===== src/core/aifs_pkg.sv =====
package aifs_pkg;
	// Register map
	localparam logic [7:0] REG_MOTION_FLAGS = 8'h09;
	localparam logic [7:0] REG_DATA_FLAGS   = 8'h0A;
	localparam logic [7:0] REG_KNOCK_SRC    = 8'h0B;
	localparam logic [7:0] REG_POSE_SRC     = 8'h0C;
	localparam logic [7:0] REG_QUEUE_FILL   = 8'h0E;
	localparam logic [7:0] REG_SCALE_SEL    = 8'h0F;
	localparam logic [7:0] REG_IRQ_STATUS   = 8'h20;
	localparam logic [7:0] REG_IRQ_CLEAR    = 8'h21;
	localparam logic [7:0] REG_IRQ_ENABLE   = 8'h22;

	// Bit positions in the motion flag register
	localparam int BIT_SLOPE  = 2;
	localparam int BIT_HIGH   = 1;
	localparam int BIT_D_TAP  = 4;
	localparam int BIT_S_TAP  = 5;

	// Scale select codes
	localparam logic [3:0] SCALE_2G    = 4'h3;
	localparam logic [3:0] SCALE_4G    = 4'h5;
	localparam logic [3:0] SCALE_8G    = 4'h8;
	localparam logic [3:0] SCALE_16G   = 4'hC;
	localparam logic [3:0] SCALE_RESET = SCALE_2G;

	// Latch mode codes
	localparam logic [3:0] LATCH_NONE   = 4'h0;
	localparam logic [3:0] LATCH_PERM_A = 4'h7;
	localparam logic [3:0] LATCH_PERM_B = 4'hF;

	// Temporary latch time
	localparam int CLK_PERIOD_NS   = 10;
	localparam int TEMP_LATCH_NS   = 20000;
	localparam int TEMP_LATCH_CYC  = TEMP_LATCH_NS / CLK_PERIOD_NS;
	localparam int TIMER_W         = 11;

	// Frame queue
	localparam logic [6:0] QUEUE_DEPTH = 7'h20;
	localparam logic [6:0] QUEUE_EMPTY = 7'h00;

	// Interrupt status bits
	localparam int IRQ_W         = 4;
	localparam int IRQ_MOTION    = 0;
	localparam int IRQ_DATA      = 1;
	localparam int IRQ_OVERRUN   = 2;
	localparam int IRQ_POSE      = 3;

	localparam int MOTION_W = 8;
	localparam int DATA_W   = 3;
endpackage


===== src/core/aifs_flag_latch.sv =====
`timescale 1ns/1ps
module aifs_flag_latch
	import aifs_pkg::*;
(
	input  wire logic       clk,
	input  wire logic       rst,
	input  wire logic       trig,
	input  wire logic [3:0] mode,
	input  wire logic       latch_clr,
	output logic            flag
);
	logic [TIMER_W-1:0] timer;
	logic [TIMER_W-1:0] next_timer;
	logic               next_flag;

	wire mode_none = (mode == LATCH_NONE);
	wire mode_perm = (mode == LATCH_PERM_A) || (mode == LATCH_PERM_B);
	wire mode_temp = !mode_none && !mode_perm;
	wire expired   = mode_temp && (timer == '0);

	// Event beats clear in every mode
	assign next_flag  = mode_none ? trig :
	                    trig      ? 1'b1 :
	                    latch_clr ? 1'b0 :
	                    expired   ? 1'b0 : flag;
	assign next_timer = trig ? TIMER_W'(TEMP_LATCH_CYC - 1) :
	                    (flag && timer != '0) ? timer - 1'b1 : timer;

	always_ff @(posedge clk or posedge rst) begin
		if (rst) begin
			flag  <= 1'b0;
			timer <= '0;
		end else begin
			flag  <= next_flag;
			timer <= next_timer;
		end
	end

	a_flag_set: assert property (@(posedge clk) disable iff (rst)
		trig |=> flag) else $error("flag not set by its trigger");
	a_flag_follow: assert property (@(posedge clk) disable iff (rst)
		mode_none |=> flag == $past(trig)) else $error("unlatched flag not following");
	a_temp_expiry: assert property (@(posedge clk) disable iff (rst)
		flag && expired && !trig && !latch_clr |=> !flag)
		else $error("temporary latch did not expire");
endmodule // aifs_flag_latch


===== src/core/aifs_frame_counter.sv =====
`timescale 1ns/1ps
module aifs_frame_counter
	import aifs_pkg::*;
(
	input  wire logic       clk,
	input  wire logic       rst,
	input  wire logic       push,
	input  wire logic       pop,
	input  wire logic       cfg_wr,
	output logic [6:0]      count,
	output logic            overrun
);
	logic [6:0] next_count;
	logic       next_overrun;

	wire full      = (count == QUEUE_DEPTH);
	wire push_only = push && !pop;
	wire pop_only  = pop && !push;
	wire overflow  = push_only && full;

	// Full queue drops the oldest frame, so the level stays at depth
	assign next_count = cfg_wr                 ? QUEUE_EMPTY :
	                    (push_only && !full)   ? count + 7'h01 :
	                    (pop_only && count != QUEUE_EMPTY) ? count - 7'h01 : count;
	assign next_overrun = overflow ? 1'b1 : cfg_wr ? 1'b0 : overrun;

	always_ff @(posedge clk or posedge rst) begin
		if (rst) begin
			count   <= QUEUE_EMPTY;
			overrun <= 1'b0;
		end else begin
			count   <= next_count;
			overrun <= next_overrun;
		end
	end

	a_count_clear: assert property (@(posedge clk) disable iff (rst)
		cfg_wr |=> count == QUEUE_EMPTY) else $error("frame count not cleared");
	a_overrun_hold: assert property (@(posedge clk) disable iff (rst)
		overrun && !cfg_wr |=> overrun) else $error("overrun flag lost");
	a_overrun_set: assert property (@(posedge clk) disable iff (rst)
		push && !pop && count == QUEUE_DEPTH |=> overrun)
		else $error("overrun not flagged");
endmodule // aifs_frame_counter


===== src/core/aifs_top.sv =====
// What this block does
// - Status flag sets when its engine triggers
// - Latch mode picks permanent, temporary or none
// - Motion flags: flat down to low-g
// - Data ready, watermark, full on bits 7..5
// - Tap sign and z,y,x source on 7..4
// - Slope sign and z,y,x source on 3..0
// - High-g sign and z,y,x source bits
// - Flat bit valid only while flat enabled
// - Bit 6 gives z facing up or down
// - Bits 5..4 give x-y plane orientation
// - Orientation live while unblocked, ignoring latch mode
// - Orientation holds while blocking condition active
// - Overrun sticky until queue configuration write
// - Bits 6..0 give stored frame count
// - Count clears on drain or configuration write
// - Scale select codes, reset to 2g
//
// Added by the designer: the strobed register port.
`timescale 1ns/1ps
module aifs_top
(
	input  wire logic                        CLK,
	input  wire logic                        SYS_RST,
	input  wire logic [7:0]                  ADDR,
	input  wire logic [7:0]                  WDATA,
	input  wire logic                        WR,
	input  wire logic                        RD,
	output logic      [7:0]                  RDATA,
	input  wire logic [aifs_pkg::MOTION_W-1:0] MOTION_TRIG,
	input  wire logic [aifs_pkg::DATA_W-1:0]   DATA_FIFO_TRIG,
	input  wire logic [3:0]                  LATCH_MODE,
	input  wire logic                        LATCH_CLR,
	input  wire logic [3:0]                  TAP_SRC,
	input  wire logic [3:0]                  SLOPE_SRC,
	input  wire logic [3:0]                  HIGH_SRC,
	input  wire logic [2:0]                  ORIENT,
	input  wire logic                        ORIENT_BLOCK,
	input  wire logic                        FLAT_POS,
	input  wire logic                        FLAT_EN,
	input  wire logic                        FRAME_PUSH,
	input  wire logic                        FRAME_POP,
	input  wire logic                        FIFO_CFG_WR,
	output logic      [3:0]                  RANGE_SEL,
	output logic                             IRQ
);
	import aifs_pkg::*;

	// Flag array: motion flags in the low byte, data/queue flags above
	localparam int NFLAG = MOTION_W + DATA_W;

	logic [NFLAG-1:0]   flag_trig;
	logic [NFLAG-1:0]   flags;
	logic [3:0]         tap_src;
	logic [3:0]         slope_src;
	logic [3:0]         high_src;
	logic [2:0]         pose;
	logic               flat;
	logic [6:0]         frame_count;
	logic               overrun;
	logic               overrun_q;
	logic [IRQ_W-1:0]   irq_stat;
	logic [IRQ_W-1:0]   irq_en;
	logic [IRQ_W-1:0]   next_irq_stat;
	logic [IRQ_W-1:0]   next_irq_en;
	logic [IRQ_W-1:0]   irq_event;
	logic [IRQ_W-1:0]   clr_mask;
	logic [3:0]         next_range;
	logic [3:0]         next_tap_src;
	logic [3:0]         next_slope_src;
	logic [3:0]         next_high_src;
	logic [2:0]         next_pose;
	logic               next_flat;
	logic [7:0]         rd_mux;
	logic [7:0]         next_rdata;

	assign flag_trig = {DATA_FIFO_TRIG, MOTION_TRIG};

	// One latch per flag
	genvar gi;
	generate
		for (gi = 0; gi < NFLAG; gi++) begin : g_flag
			aifs_flag_latch u_latch (
				.clk       (CLK),
				.rst       (SYS_RST),
				.trig      (flag_trig[gi]),
				.mode      (LATCH_MODE),
				.latch_clr (LATCH_CLR),
				.flag      (flags[gi])
			);
		end
	endgenerate

	aifs_frame_counter u_fill (
		.clk     (CLK),
		.rst     (SYS_RST),
		.push    (FRAME_PUSH),
		.pop     (FRAME_POP),
		.cfg_wr  (FIFO_CFG_WR),
		.count   (frame_count),
		.overrun (overrun)
	);

	// Address decode
	wire hit_motion  = (ADDR == REG_MOTION_FLAGS);
	wire hit_data    = (ADDR == REG_DATA_FLAGS);
	wire hit_knock   = (ADDR == REG_KNOCK_SRC);
	wire hit_pose    = (ADDR == REG_POSE_SRC);
	wire hit_queue   = (ADDR == REG_QUEUE_FILL);
	wire hit_scale   = (ADDR == REG_SCALE_SEL);
	wire hit_istat   = (ADDR == REG_IRQ_STATUS);
	wire hit_iclr    = (ADDR == REG_IRQ_CLEAR);
	wire hit_ien     = (ADDR == REG_IRQ_ENABLE);

	wire wr_scale = WR && hit_scale;
	wire wr_clear = WR && hit_iclr;
	wire wr_en    = WR && hit_ien;

	// Source capture on the triggering engine
	wire tap_hit   = MOTION_TRIG[BIT_S_TAP] || MOTION_TRIG[BIT_D_TAP];
	wire slope_hit = MOTION_TRIG[BIT_SLOPE];
	wire high_hit  = MOTION_TRIG[BIT_HIGH];

	assign next_tap_src   = tap_hit   ? TAP_SRC   : tap_src;
	assign next_slope_src = slope_hit ? SLOPE_SRC : slope_src;
	assign next_high_src  = high_hit  ? HIGH_SRC  : high_src;
	// Orientation bypasses the latch and freezes while blocked
	assign next_pose      = ORIENT_BLOCK ? pose : ORIENT;
	assign next_flat      = FLAT_EN ? FLAT_POS : 1'b0;

	// Host writes only touch the scale and interrupt registers
	assign next_range = wr_scale ? WDATA[3:0] : RANGE_SEL;

	// Sticky interrupt status, set beats clear
	assign irq_event[IRQ_MOTION]  = |MOTION_TRIG;
	assign irq_event[IRQ_DATA]    = |DATA_FIFO_TRIG;
	assign irq_event[IRQ_OVERRUN] = overrun && !overrun_q;
	assign irq_event[IRQ_POSE]    = (next_pose != pose);
	assign clr_mask      = wr_clear ? WDATA[IRQ_W-1:0] : '0;
	assign next_irq_stat = (irq_stat & ~clr_mask) | irq_event;
	assign next_irq_en   = wr_en ? WDATA[IRQ_W-1:0] : irq_en;

	// Read selection; unmapped and write-only addresses read zero
	assign rd_mux =
		({8{hit_motion}} & flags[MOTION_W-1:0]) |
		({8{hit_data}}   & {flags[NFLAG-1:MOTION_W], 5'h00}) |
		({8{hit_knock}}  & {tap_src, slope_src}) |
		({8{hit_pose}}   & {flat, pose, high_src}) |
		({8{hit_queue}}  & {overrun, frame_count}) |
		({8{hit_scale}}  & {4'h0, RANGE_SEL}) |
		({8{hit_istat}}  & {4'h0, irq_stat}) |
		({8{hit_ien}}    & {4'h0, irq_en});
	assign next_rdata = RD ? rd_mux : 8'h00;

	always_ff @(posedge CLK or posedge SYS_RST) begin
		if (SYS_RST) begin
			tap_src   <= 4'h0;
			slope_src <= 4'h0;
			high_src  <= 4'h0;
			pose      <= 3'h0;
			flat      <= 1'b0;
		end else begin
			tap_src   <= next_tap_src;
			slope_src <= next_slope_src;
			high_src  <= next_high_src;
			pose      <= next_pose;
			flat      <= next_flat;
		end
	end

	always_ff @(posedge CLK or posedge SYS_RST) begin
		if (SYS_RST) begin
			RANGE_SEL <= SCALE_RESET;
			irq_stat  <= '0;
			irq_en    <= '0;
			overrun_q <= 1'b0;
			IRQ       <= 1'b0;
			RDATA     <= 8'h00;
		end else begin
			RANGE_SEL <= next_range;
			irq_stat  <= next_irq_stat;
			irq_en    <= next_irq_en;
			overrun_q <= overrun;
			IRQ       <= |(next_irq_stat & next_irq_en);
			RDATA     <= next_rdata;
		end
	end

	a_range_write: assert property (@(posedge CLK) disable iff (SYS_RST)
		WR && ADDR == REG_SCALE_SEL |=> RANGE_SEL == $past(WDATA[3:0]))
		else $error("scale select not written");
	a_range_read: assert property (@(posedge CLK) disable iff (SYS_RST)
		RD && ADDR == REG_SCALE_SEL |=> RDATA == {4'h0, $past(RANGE_SEL)})
		else $error("scale select read mismatch");
	a_ro_ignored: assert property (@(posedge CLK) disable iff (SYS_RST)
		WR && ADDR == REG_KNOCK_SRC && !tap_hit && !slope_hit
		|=> $stable(tap_src) && $stable(slope_src))
		else $error("read-only source changed by write");
	a_tap_capture: assert property (@(posedge CLK) disable iff (SYS_RST)
		tap_hit |=> tap_src == $past(TAP_SRC)) else $error("tap source not captured");
	a_high_capture: assert property (@(posedge CLK) disable iff (SYS_RST)
		high_hit ##1 !high_hit |=> high_src == $past(high_src))
		else $error("high-g source not held");
	a_pose_hold: assert property (@(posedge CLK) disable iff (SYS_RST)
		ORIENT_BLOCK |=> $stable(pose)) else $error("orientation moved while blocked");
	a_pose_live: assert property (@(posedge CLK) disable iff (SYS_RST)
		!ORIENT_BLOCK |=> pose == $past(ORIENT)) else $error("orientation not live");
	a_flat_valid: assert property (@(posedge CLK) disable iff (SYS_RST)
		!FLAT_EN |=> !flat) else $error("flat shown while disabled");
	a_queue_read: assert property (@(posedge CLK) disable iff (SYS_RST)
		RD && ADDR == REG_QUEUE_FILL |=> RDATA[6:0] == $past(frame_count))
		else $error("frame count read mismatch");
	a_irq_sticky: assert property (@(posedge CLK) disable iff (SYS_RST)
		irq_event[IRQ_MOTION]
		|=> irq_stat[IRQ_MOTION] && (!irq_en[IRQ_MOTION] || IRQ))
		else $error("motion event lost");
endmodule // aifs_top


===== config.mk =====
export PLATFORM = sky130hd
export DESIGN_NAME = aifs_top
export DESIGN_NICKNAME = d
export VERILOG_FILES = /design/src/core/aifs_pkg.sv /design/src/core/aifs_flag_latch.sv /design/src/core/aifs_frame_counter.sv /design/src/core/aifs_top.sv
export SDC_FILE = /design/constraint.sdc
export NUM_CORES = 1
export LEC_CHECK = 0
export ABC_CLOCK_PERIOD_IN_PS = 8500
export BUFFER_PORTS_ARGS = -buffer_cell sky130_fd_sc_hd__buf_2
export CAP_MARGIN = 20
export CORE_UTILIZATION = 35
export CTS_BUF_LIST = sky130_fd_sc_hd__clkbuf_4 sky130_fd_sc_hd__clkbuf_8
export CTS_CLUSTER_DIAMETER = 40
export DETAILED_ROUTE_END_ITERATION = 6
export GPL_ROUTABILITY_DRIVEN = 0
export GPL_TIMING_DRIVEN = 0
export PLACE_DENSITY = 0.56
export SYNTH_ARGS = -nofsm -noshare
export SYNTH_HDL_FRONTEND = slang
export SYNTH_SLANG_ARGS = --single-unit
export TNS_END_PERCENT = 20

===== constraint.sdc =====
create_clock -name CLK -period 8.5 [get_ports CLK]
set_input_delay 1.275 -clock CLK [delete_from_list [all_inputs] [get_ports CLK]]
set_output_delay 1.275 -clock CLK [all_outputs]
set_load 0.02 [all_outputs]

# Yosys cells after proc, flatten, opt, wreduce, memory -nomap -nowiden

Index checks and enable logic that the tools add are counted.

Bits in registers: 178
Input port bits: 57
Output and inout bits: 13
Logic and storage cells: 247

Add/sub/neg operators: 13
Equal/unequal tests: 13
Multiplexer cells: 76
Bitwise logic cells: 19
Reductions and logical operators: 91

Operator list:

| kind                    | count |
|---|---|
| $mux W11                | 22 |
| $logic_not A11 Y1       | 11 |
| $reduce_bool A11 Y1     | 11 |
| $sub A11 B1 Y11 const B | 11 |
| $or A8 B8 Y8            | 7 |
| $eq A8 B4 Y1 const B    | 6 |
| $mux W1                 | 47 |
| $reduce_bool A4 Y1      | 11 |
| $and A8 B8 Y8           | 5 |
| $logic_and A1 B1 Y1     | 32 |
| $and A8 B4 Y8           | 3 |
| $eq A8 B6 Y1 const B    | 3 |
| $reduce_bool A2 Y1      | 12 |
| $mux W7                 | 3 |
| $and A4 B4 Y4           | 2 |
| $mux W4                 | 2 |
| $mux W8                 | 1 |
| $reduce_or A8 Y1        | 1 |
| $add A7 B1 Y7 const B   | 1 |
| $eq A7 B6 Y1 const B    | 1 |
| $reduce_bool A7 Y1      | 1 |
| $sub A7 B1 Y7 const B   | 1 |
| $logic_not A1 Y1        | 6 |
| $eq A4 B3 Y1 const B    | 1 |
| 10 further kinds        | 11 |

# Longest topological paths before layout

Gate-level depths: netlist of run 1.

Word-level depth: 10
Mapped depth: 9
Mapped depth without buffers: 9

# Hierarchy

Synthesis of run 1 repeated with hierarchy kept, for this count alone.

Cells, all modules: 968
Area, all modules: 9715.6 um2

By module, submodules not included:

| module             | instances | cells each | area each (um2) | seq. area each (um2) |
|---|---|---|---|---|
| aifs_flag_latch    | 11        | 66         | 641.9           | 300.3 |
| aifs_top           | 1         | 175        | 2010.7          | 953.4 |
| aifs_frame_counter | 1         | 67         | 644.4           | 200.2 |

# Worst setup path after synthesis of run 1

No wires, ideal clock.

Kind: in2reg
From: in ADDR[4]
To: reg IRQ
Library setup time: 129 ps
Arrival time: 3022 ps
Required time: 8371 ps
Path slack: 5349 ps
Stages: 5
Path buffers: 0
Cell sequence: or3_1 nor4_2 mux2_2 and2_1 a2111o_1

Elaborated cells on any way between the ends: 11
Those cells by class: 2 x eq/ne; 2 x mux; 4 x bitwise; 3 x reduce/logical

RTL lines:

| item                 | line            | source |
|---|---|---|
| from (decl)          | aifs_top.sv:25  | `input wire logic [7:0] ADDR,` |
| $eq A8 B6 Y1         | aifs_top.sv:113 | `wire hit_ien = (ADDR == REG_IRQ_ENABLE);` |
| $logic_and A1 B1 Y1  | aifs_top.sv:117 | `wire wr_en = WR && hit_ien;` |
| $mux W4              | aifs_top.sv:141 | `assign next_irq_en = wr_en ? WDATA[IRQ_W-1:0] : irq_en;` |
| via next_irq_en[0]   | aifs_top.sv:65  | `logic [IRQ_W-1:0] next_irq_en;` |
| $and A4 B4 Y4        | aifs_top.sv:184 | `IRQ <= \|(next_irq_stat & next_irq_en);` |
| $reduce_or A4 Y1     | aifs_top.sv:184 |  |
| to (signal assigned) | aifs_top.sv:184 |  |
| to (decl)            | aifs_top.sv:45  | `output logic IRQ` |

The timed path passes the listed nets, and every way through them passes these cells.
A chain may end at the register's enable or synchronous reset.

# Final worst setup path of run 1

From: in FRAME_POP
To: reg u_fill.count[6]

Cells in the longest elaborated chain, start to end: 5
Elaborated cells on any way between the ends: 8
Those cells by class: 2 x mux; 6 x reduce/logical

RTL lines:

| item                 | line                     | source |
|---|---|---|
| from (decl)          | aifs_top.sv:42           | `input wire logic FRAME_POP,` |
| $logic_not A1 Y1     | aifs_frame_counter.sv:17 | `wire push_only = push && !pop;` |
| $logic_and A1 B1 Y1  | aifs_frame_counter.sv:17 |  |
| $logic_and A1 B1 Y1  | aifs_frame_counter.sv:23 | `(push_only && !full) ? count + 7'h01 :` |
| $mux W7              | aifs_frame_counter.sv:23 |  |
| $mux W7              | aifs_frame_counter.sv:22 | `assign next_count = cfg_wr ? QUEUE_EMPTY :` |
| to (signal assigned) | aifs_frame_counter.sv:32 | `count <= next_count;` |
| to (decl)            | aifs_frame_counter.sv:10 | `output logic [6:0] count,` |

Parallel ways exist; a longest one is shown, timed or not.

==> results of run 1 <==
## cell families (layout without fill, tap and decap cells)
group                    after synthesis  after routing
buffers and inverters                 58            154
AND/OR/NAND/NOR                      375            375
XOR/XNOR                              79             79
flip-flops                           178            178
AO/OA/AOI/OAI                        149            149
adder cells (fa/ha/maj)               18             18
multiplexers                          36             36
## state kept, by name (all words and copies together), names as in the netlist, 3 cells and up
register / cells
u_fill.count: 7
tap_src: 4
g_flag.u_latch.flag: 11
high_src: 4
irq_stat: 4
irq_en: 4
RDATA: 8
RANGE_SEL: 4
pose: 3
g_flag.u_latch.timer: 121
slope_src: 4
## power breakdown
part | leakage (nW) | switching (mW) | internal [mW] | total (mW)
combinational | 1.82 | 0.144 | 0.120 | 0.264
sequential | 1.90 | 0.0502 | 0.889 | 0.940
clock | 0.210 | 0.319 | 0.291 | 0.609
total | 3.93 | 0.513 | 1.30 | 1.81
## path summary, 6_finish.rpt
path	endpoint	slack (ns)	cells past startpoint
setup / recovery	u_fill.count[6]	5.38	10
hold / removal	overrun_q	0.47	0
setup reg to reg	u_fill.count[6]	5.74	9
hold reg to reg	overrun_q	0.47	0
max in group asynchronous	g_flag[2].u_latch.timer[3]	6.72	3
min in group asynchronous	g_flag[4].u_latch.timer[6]	0.88	2
## per-stage QoR
stage          total power, mW  area (µm²)  cells  setup WS, ns
2_1_floorplan             1.14        9360    893          2.40
3_3_place_gp              1.22       10100   1291        0.0535
3_5_place_dp              1.22       10100   1292          4.88
4_1_cts                   1.84       10500   1324          5.39
5_1_grt                   1.91       10500   1324          5.19
6_report                  1.81       10500   1324          5.38
## metal layers
| layer | vias up | global-route usage | share of wire |
|---|---|---|---|
| li1 | 3403 | - | - |
| met1 | 3349 | 0.230 | 0.50 |
| met2 | 93 | 0.248 | 0.46 |
| met3 | 9 | 0.0305 | 0.033 |
| met4 | 0 | 0.0339 | 0.0065 |
| met5 | - | 0 | 0 |
## cells in the mapped netlist, types with 20 or more instances
cell      instances
xnor2_1          58
nor4_1           29
nand2b_1         73
or3_1            20
mux2_2           31
clkbuf_1         20
nor3_1           30
inv_1            36
xor2_1           21
nand2_1          43
dfrtp_1         176
nor2_1           60
a21oi_1          25
## cell type report
class                           count  area [µm²]  share of cell area
Buffer                             22        83.8             0.00795
Clock buffer                       21         283              0.0268
Clock inverter                     11         126              0.0120
Inverter                           36         143              0.0135
Multi-Input combinational cell    657        4690               0.445
Sequential cell                   178        4460               0.423
Tap cell                          335         419              0.0398
Timing Repair Buffer               64         343              0.0325
==> metrics.csv, run 1 <==
metric,value,unit
status,"complete, but fails checks",
failing checks,DRC,
crit path max fanout,6,
GRT Residual Overflow,0,
Boundary Pins,70,
"Top FF cell, synth",dfrtp_1,
max-slew violations,0,
Worst Path Required,8.84,ns
"FFs w/ async S/R, synth",1.00,
Final Cycle Share,0.367,
PwrDens,172,nW/µm²
H-tree depth,4,
Wirelength per Cell,15.5,µm
Worst path max stage delay,0.41,ns
post-layout util,0.403,
CTS clock-pin slew for the worst setup and hold paths,0.10,ns
Detailed Route Iter0 Violations,316,
Placeable Area,26100,µm²
slowest cell on the critical path,a31oi_1,
Gate Count Post-Synth,893,
maximum number of pins on one net before global-route repair,102,
Final Critical Period,3.12,ns
Crit. End Element,flop,
CTS tree,done,
"Clk Latency, worst-skew pair",0.46,ns
Top delay family on crit path,compound AO/OA/AOI/OAI gates,
Final HPWL DP,14600,µm
critical path data arrival time,3.46,ns
top cell type's share of synthesized area,0.470,
Mapped Nets,968,
top post-synthesis cells by area,"dfrtp_1 (47%), xnor2_1 (5.4%), nand2b_1 (4.9%)",
worst vdd ir,0.0000845,V
Finish-stage setup viols,0,
antenna violations before repair,1,
post-synthesis cell area,9360,µm²
first-pass GRT wire length,34100,µm
nets@finish,1051,
clk_skew,0.0113,ns
chip width,166,µm
Final ANT Viol Nets,0,
Synth Area in XOR/XNOR,0.0739,
Starting Density,0.358,
total setup buffers inserted after CTS,0,
Fill cells,2623,
Port Buf Inserts,63,
via count,6854,
slew margin rel.,0.302,
Synth Area in Adders,0.0249,
DRC viols,4,
vias in the first global route,6692,
drt first pass iters,7,
clk sinks,178,
Hold Worst Slack,0.466,ns
unrepaired setup endpoints after global routing,false,
YS warnings,0,
setup_tns,0,ns
"Seq/Total Area, Yosys",0.476,
startpoint types,primary input,
worst path bufs/invs,2,
clock root buffer,clkbuf_8,
worst setup path startpoint,FRAME_POP,
Worst Max-Slew Pin Slew,1.04,ns
Die Span Y,166,µm
"commonest cells after routing, fill and taps aside","dfrtp_1 (176), nand2b_1 (73), buf_2 (64)",
crit path kind,primary input to flop,
total wire length,20500,µm
post-synthesis mux area share,0.0426,
Compound-Gate Fraction of Synth Area,0.119,
post-synth cell types,70,
Post-synth EDFFs,0,
achievable frequency,321,MHz
Hold Crit Start,u_fill.overrun,
largest family of logic cells by synthesized area,simple AND/OR/NAND/NOR gates,
FP Rows,59,
post-synthesis simple-gate area fraction,0.241,
Longest Clk Path Bufs,2,
max_cap viols,0,
CTS buffer count,17,
die footprint,27400,µm²
final number of hold-violating endpoints,0,
CTS resizes,0,
LEAKAGE,3.93,nW
GRT Total Usage,0.160,
worst r2r src,u_fill.count[0],
Hold/Removal Path Class,flop to flop,
share of post-route cells with drive strength above 1,0.175,
Seq cells post-synth,178,
Mean Syn Cell Area,10.5,µm²
cell taking the most area after synthesis,dfrtp_1,
"most common cell after layout, fill and taps aside",dfrtp_1,
area grow syn2layout,12.6,%
vias per inst,5.18,
CTS Hold Bufs,0,
Ant. Diodes,0,
CP cell instances,buf_2 -> nand2b_1 -> a31oi_1 -> inv_1 -> ha_1 -> o21ai_0 -> a21oi_1 -> o22ai_1 -> mux2i_1 -> o211ai_1,
(Power assumes the default switching activity.)
==> inputs of run 2 (changes only) <==
Settings changed: ABC_AREA set to 1, ABC_CLOCK_PERIOD_IN_PS 8500 to 3000.
Clock period 8.5 ns to 3 ns, I/O delays scaled along.
==> run 2 against run 1 <==
Effect of this change:
- the flow now finishes without violations
- global-route usage is 1.6 points higher
- first-iteration DRC count increased by 37%
- cell area grew 6.2%
- clock-buffer cell count decreased by 2
- synthesized cell count up 48%
- clock power increased to 2.8 times the previous value
- sequential power grew to 2.9 times the previous value
- hold slack worse by 0.29 ns
- non-clock buffer count is 3 lower
- sequential cell count did not move
- utilization about the same
- combinational power grew to 3.6 times the previous value
- critical path type is now flop to flop
- critical endpoint is now u_fill.count[4]
==> metrics.csv, run 2 <==
metric,value,unit,change
status,"complete, no violations",,"was complete, but fails checks"
"top cells by count, synth","nand2_1 (324), dfrtp_1 (176), nor2_1 (175)",,"was dfrtp_1 (176), nand2b_1 (73), nor2_1 (60)"
total setup buffers inserted after CTS,0,,unchanged
Placeable Area,27800,µm²,"was 26,100 µm²"
clk sinks,178,,unchanged
area grow syn2layout,13.2,%,was 12.6%
Worst path max stage delay,0.43,ns,was 0.41 ns
Seq cells post-synth,178,,unchanged
Worst Path Required,3.34,ns,was 8.84 ns
H-tree depth,4,,unchanged
max reg flops,121,,unchanged
clock root buffer,clkbuf_8,,unchanged
nets@finish,1481,,"was 1,051"
vias in the first global route,8208,,"was 6,692"
YS warnings,0,,unchanged
Top Registers,"g_flag.u_latch.timer: 121 flops, g_flag.u_latch.flag: 11 flops, RDATA: 8 flops",,unchanged
most frequent cell on the critical path,inv_1,,
Detailed Route Iter0 Violations,434,,was 316
achievable frequency,438,MHz,
CTS buffer count,17,,unchanged
Final Cell Area,11200,µm²,"was 10,500 µm²"
Hold Worst Slack,0.176,ns,was 0.466 ns
post-synth cell types,40,,was 70
"Clk Latency, worst-skew pair",0.47,ns,was 0.46 ns
Final Critical Period,2.28,ns,
Finish-stage setup viols,0,,unchanged
startpoint types,flop,,was primary input
first-pass GRT wire length,40500,µm,"was 34,100 µm"
crit path max fanout,10,,was 6
most frequent cell after synthesis,nand2_1,,was dfrtp_1
slowest cell on the critical path,dfrtp_1,,was a31oi_1
Final Cycle Share,0.760,,
cell taking the most area after synthesis,dfrtp_1,,unchanged
DRC viols,0,,was 4
Die Span Y,170,µm,was 166 µm
worst vdd ir,0.000184,V,was 0.0000845 V
drt first pass iters,4,,was 7
CTS Hold Bufs,1,,was 0
setup_tns,0,ns,unchanged
total wire length,23700,µm,"was 20,500 µm"
final setup margin,0.719,ns,was 5.38 ns
crit path kind,flop to flop,,was primary input to flop
"FFs w/ async S/R, synth",1.00,,unchanged
Post-synth EDFFs,0,,unchanged
top cell type's share of synthesized area,0.445,,was 0.470
GRT Residual Overflow,0,,unchanged
Final ANT Viol Nets,0,,unchanged
GRT Total Usage,0.176,,was 0.160
PwrDens,483,nW/µm²,was 172 nW/µm²
Total Power,5.41,mW,was 1.81 mW
CTS clock-pin slew for the worst setup and hold paths,0.10,ns,about the same
CTS tree,done,,unchanged
maximum number of pins on one net before global-route repair,42,,was 102
Longest Clk Path Bufs,2,,unchanged
Worst Max-Slew Pin Slew,0.669,ns,was 1.04 ns
via count,8623,,"was 6,854"
antenna violations before repair,6,,was 1
FP Rows,61,,was 59
final number of hold-violating endpoints,0,,unchanged
post-synthesis cell area,9890,µm²,was 9360 µm²
max_cap viols,0,,unchanged
post-layout util,0.403,,about the same
vias per inst,4.79,,was 5.18
"commonest cells after routing, fill and taps aside","nand2_1 (324), dfrtp_1 (176), nor2_1 (175)",,"was dfrtp_1 (176), nand2b_1 (73), buf_2 (64)"
"Top FF cell, synth",dfrtp_1,,unchanged
clk_skew,0.0183,ns,was 0.0113 ns
LEAKAGE,5.04,nW,was 3.93 nW
Fill cells,2888,,"was 2,623"
Crit. End Element,flop,,unchanged
top post-synthesis cells by area,"dfrtp_1 (45%), nand2_1 (12%), nand3_1 (7.6%)",,"was dfrtp_1 (47%), xnor2_1 (5.4%), nand2b_1 (4.9%)"
Mean Syn Cell Area,7.48,µm²,was 10.5 µm²
"Seq/Total Area, Yosys",0.451,,was 0.476
fin cells,1801,,"was 1,324"
"most common cell after layout, fill and taps aside",nand2_1,,was dfrtp_1
Starting Density,0.356,,was 0.358
Final HPWL DP,18000,µm,"was 14,600 µm"
Boundary Pins,70,,unchanged
DP Worst Slack,0.742,ns,was 4.88 ns
Hold/Removal Path Class,primary input to flop,,was flop to flop
"Cell Area, Placed",10800,µm²,"was 10,100 µm²"
Port Buf Inserts,59,,was 63
Cell Count Post-Placement,1764,,"was 1,292"
Largest Register,g_flag.u_latch.timer,,unchanged
max-slew violations,0,,unchanged
die footprint,28900,µm²,"was 27,400 µm²"
share of post-route cells with drive strength above 1,0.111,,was 0.175
critical path data arrival time,2.62,ns,was 3.46 ns
slew margin rel.,0.552,,was 0.302
Gate Count Post-Synth,1322,,was 893
CP cell instances,inv_1 -> nand2_1 -> nor2_1 -> nand3_1 -> nand2_2 -> inv_1 -> fa_1 -> o21ai_0 -> xnor2_1 -> inv_1 -> nand2_1 -> o21ai_0,,was buf_2 -> nand2b_1 -> a31oi_1 -> inv_1 -> ha_1 -> o21ai_0 -> a21oi_1 -> o22ai_1 -> mux2i_1 -> o211ai_1
CTS resizes,0,,unchanged
chip width,170,µm,was 166 µm
unrepaired setup endpoints after global routing,false,,unchanged
Wirelength per Cell,13.2,µm,was 15.5 µm
Mapped Nets,1397,,was 968
[run 2: cell types whose count changed after synthesis, moves of 16 or more]
cell,change
a21oi_1,+16
inv_1,+86
mux2_2,-30
nand2_1,+281
nand2_2,+17
nand2b_1,-73
nand3_1,+135
nand4_1,+16
nor2_1,+115
nor4_1,-29
o21ai_0,+95
or3_1,-20
xnor2_1,-45
[run 2: per-layer routing]
metal / track usage / wire [µm]
met5: 0 / 26
met4: 0.0474 / 282
met3: 0.0384 / 815
met2: 0.292 / 11300
met1: 0.230 / 11300
[run 2: report_power, final]
group	switching, mW	internal, mW
combinational	0.611	0.352
sequential	0.157	2.56
clock	0.932	0.797
total	1.70	3.71
[run 2: worst paths after layout]
path                                 startpoint                    endpoint  slack [ns]  depth (start not counted)
worst min-delay path                   FLAT_POS                        flat        0.18                          3
worst max register to register  u_fill.count[0]             u_fill.count[4]        0.72                         12
worst min register to register   u_fill.overrun                   overrun_q        0.42                          0
min in group asynchronous               SYS_RST  g_flag[2].u_latch.timer[3]        0.52                          3
worst max-delay path            u_fill.count[0]             u_fill.count[4]        0.72                         12
max in group asynchronous               SYS_RST  g_flag[6].u_latch.timer[5]        1.40                          6
[run 2: area by class of cell]
cell class,count,area (µm²),area share
diodes,4,10.0,0.000894
multi-input cells,986,4790,0.428
inverters,140,529,0.0473
well taps,378,473,0.0423
clock buffers,19,262,0.0234
flip-flops and latches,178,4460,0.398
clock inverters,13,149,0.0133
plain buffers,18,115,0.0103
repair buffers,65,405,0.0362
[run 2: kinds of logic (layout without fill, tap and decap cells)]
group / count (synthesis) / in the layout / synth area share
buffers and inverters: 158 / 255 / 0.0648
XOR/XNOR: 23 / 23 / 0.0204
other: 0 / 4 / 0
adder cells (fa/ha/maj): 18 / 18 / 0.0235
AO/OA/AOI/OAI: 192 / 192 / 0.106
multiplexers: 1 / 1 / 0.00114
AND/OR/NAND/NOR: 752 / 752 / 0.334
flip-flops: 178 / 178 / 0.451
[run 2: critical path, delay by kind of cell, from the launching register on]
family / cells / cell delay (ns)
fa+ha+maj: 1 / 0.42
compound gates: 2 / 0.30
simple gates: 5 / 0.59
flops: 1 / 0.43
buf+inv: 3 / 0.28
xor+xnor: 1 / 0.14
==> inputs of run 3 (changes only) <==
Settings changed: ABC_CLOCK_PERIOD_IN_PS 3000 to 2110.
Clock period 3 ns to 2.11 ns, I/O delays scaled along.
==> run 3 against run 2 <==
Effect of this change:
- sequential power increased by 42%
- critical path depth rose by 1
- sequential share of layout area decreased by 0.56 points
- fmax is 14% higher
- clock power rose by 42%
- worst setup slack worse by 0.60 ns
- cell area is 1.4% higher
- critical path type unchanged
- critical endpoint is now u_fill.count[6]
==> metrics.csv, run 3 (synthesis results as in run 2) <==
metric,value,unit,change
GRT Total Usage,0.176,,about the same
post-layout util,0.409,,was 0.403
total wire length,24000,µm,"was 23,700 µm"
drt first pass iters,5,,was 4
Worst Max-Slew Pin Slew,0.639,ns,was 0.669 ns
DP Worst Slack,-0.148,ns,was 0.742 ns
vias per inst,4.80,,was 4.79
H-tree depth,4,,unchanged
Boundary Pins,70,,unchanged
via count,8716,,"was 8,623"
LEAKAGE,5.11,nW,was 5.04 nW
final number of hold-violating endpoints,0,,unchanged
"most common cell after layout, fill and taps aside",nand2_1,,unchanged
Reg-to-Reg End,u_fill.count[6],,was u_fill.count[4]
critical path data arrival time,2.35,ns,was 2.62 ns
clock root buffer,clkbuf_8,,unchanged
crit path max fanout,7,,was 10
clk_skew,0.0177,ns,was 0.0183 ns
CTS clock-pin slew for the worst setup and hold paths,0.10,ns,about the same
antenna violations before repair,6,,unchanged
Detailed Route Iter0 Violations,422,,was 434
Largest Register,g_flag.u_latch.timer,,unchanged
crit path capture,u_fill.count[6],,was u_fill.count[4]
FP Rows,61,,unchanged
chip width,170,µm,unchanged
status,"complete, no violations",,unchanged
max reg flops,121,,unchanged
fin cells,1816,,"was 1,801"
Starting Density,0.356,,unchanged
"Cell Area, Placed",10800,µm²,unchanged
r2r setup slk,0.12,ns,was 0.72 ns
Final HPWL DP,18000,µm,unchanged
Final Critical Period,1.99,ns,was 2.28 ns
"commonest cells after routing, fill and taps aside","nand2_1 (324), dfrtp_1 (176), nor2_1 (174)",,"was nand2_1 (324), dfrtp_1 (176), nor2_1 (175)"
clk sinks,178,,unchanged
Cell Count Post-Placement,1764,,unchanged
Final ANT Viol Nets,0,,unchanged
Finish-stage setup viols,0,,unchanged
Die Span Y,170,µm,unchanged
crit path kind,flop to flop,,unchanged
DRC viols,0,,unchanged
final setup margin,0.117,ns,was 0.719 ns
"Clk Latency, worst-skew pair",0.48,ns,was 0.47 ns
worst vdd ir,0.000297,V,was 0.000184 V
share of post-route cells with drive strength above 1,0.129,,was 0.111
slew margin rel.,0.572,,was 0.552
Worst Path Required,2.47,ns,was 3.34 ns
Placeable Area,27800,µm²,unchanged
CTS buffer count,17,,unchanged
nets@finish,1496,,"was 1,481"
Longest Clk Path Bufs,2,,unchanged
Crit. End Element,flop,,unchanged
hold-critical path depth,3,,unchanged
vias in the first global route,8249,,"was 8,208"
Final Cycle Share,0.945,,was 0.760
PwrDens,697,nW/µm²,was 483 nW/µm²
max-slew violations,0,,unchanged
Reg2Reg Depth,13,,was 12
area grow syn2layout,14.8,%,was 13.2%
worst r2r src,u_fill.count[0],,unchanged
maximum number of pins on one net before global-route repair,42,,unchanged
Final Cell Area,11400,µm²,"was 11,200 µm²"
Wirelength per Cell,13.2,µm,about the same
die footprint,28900,µm²,unchanged
max_cap viols,0,,unchanged
GRT Residual Overflow,0,,unchanged
startpoint types,flop,,unchanged
Top Registers,"g_flag.u_latch.timer: 121 flops, g_flag.u_latch.flag: 11 flops, RDATA: 8 flops",,unchanged
Hold/Removal Path Class,primary input to flop,,unchanged
worst setup path startpoint,u_fill.count[0],,unchanged
Port Buf Inserts,59,,unchanged
CTS tree,done,,unchanged
achievable frequency,502,MHz,was 438 MHz
first-pass GRT wire length,40600,µm,"was 40,500 µm"
[run 3: repair_timing]
item | CTS | global route
hold buffers | 1 | 0
pin swaps | 1 | 6
gates resized for setup | 4 | 11
hold endpoints to repair | 15 | 0
endpoints found under the setup margin | 3 | 11
buffers inserted | 4 | 11
cloned | 0 | 0
[run 3: power by group]
group,switching [mW],total [mW],internal (mW)
clock,1.33,2.46,1.13
sequential,0.210,3.85,3.64
combinational,0.952,1.60,0.652
total,2.49,7.92,5.43
[run 3: worst min-delay path by stage]
stage	from	end	slack, ns
floorplan	u_fill.overrun	overrun_q	0.37
global placement	u_fill.overrun	overrun_q	0.39
detailed placement	SYS_RST	g_flag[2].u_latch.timer[3]	0.35
CTS	FLAT_POS	flat	0.02
global route	FLAT_EN	flat	0.02
finish	SLOPE_SRC[3]	slope_src[3]	0.04
[run 3: critical path: stages (launching register included)]
cell	delay [ns]
dfrtp_1	0.42
inv_2	0.08
nand2_1	0.06
nor2_2	0.10
nand3_2	0.12
nand2_4	0.13
inv_2	0.05
fa_2	0.40
inv_1	0.08
nand2_1	0.05
o211ai_1	0.13
nand3_1	0.11
nand3_1	0.09
nand2_1	0.05
[run 3: area by class of cell]
cell class	instances	area, µm²
clock buffers	19	262
inverters	140	529
flip-flops and latches	178	4460
clock inverters	13	149
repair buffers	80	518
diodes	4	10.0
multi-input cells	986	4840
fillers	2872	16400
plain buffers	18	115
well taps	378	473
[run 3: metrics by stage]
step                      hold slack [ns]  setup TNS, ns  power (mW)
final                              0.0430              0        7.92
after global routing               0.0187        -0.0496        8.41
after CTS                          0.0238              0        7.87
after detailed placement            0.352         -0.277        5.31
after global placement              0.394        -319.12        5.27
after floorplan                     0.375         -85.44        4.89
[run 3: per-layer routing]
layer / vias to the layer above / GRT usage / wire length [µm]
met5: - / 0 / 26
met4: 4 / 0.0537 / 385
met3: 28 / 0.0386 / 799
met2: 79 / 0.290 / 11400
met1: 4053 / 0.231 / 11400
li1: 4552 / - / -
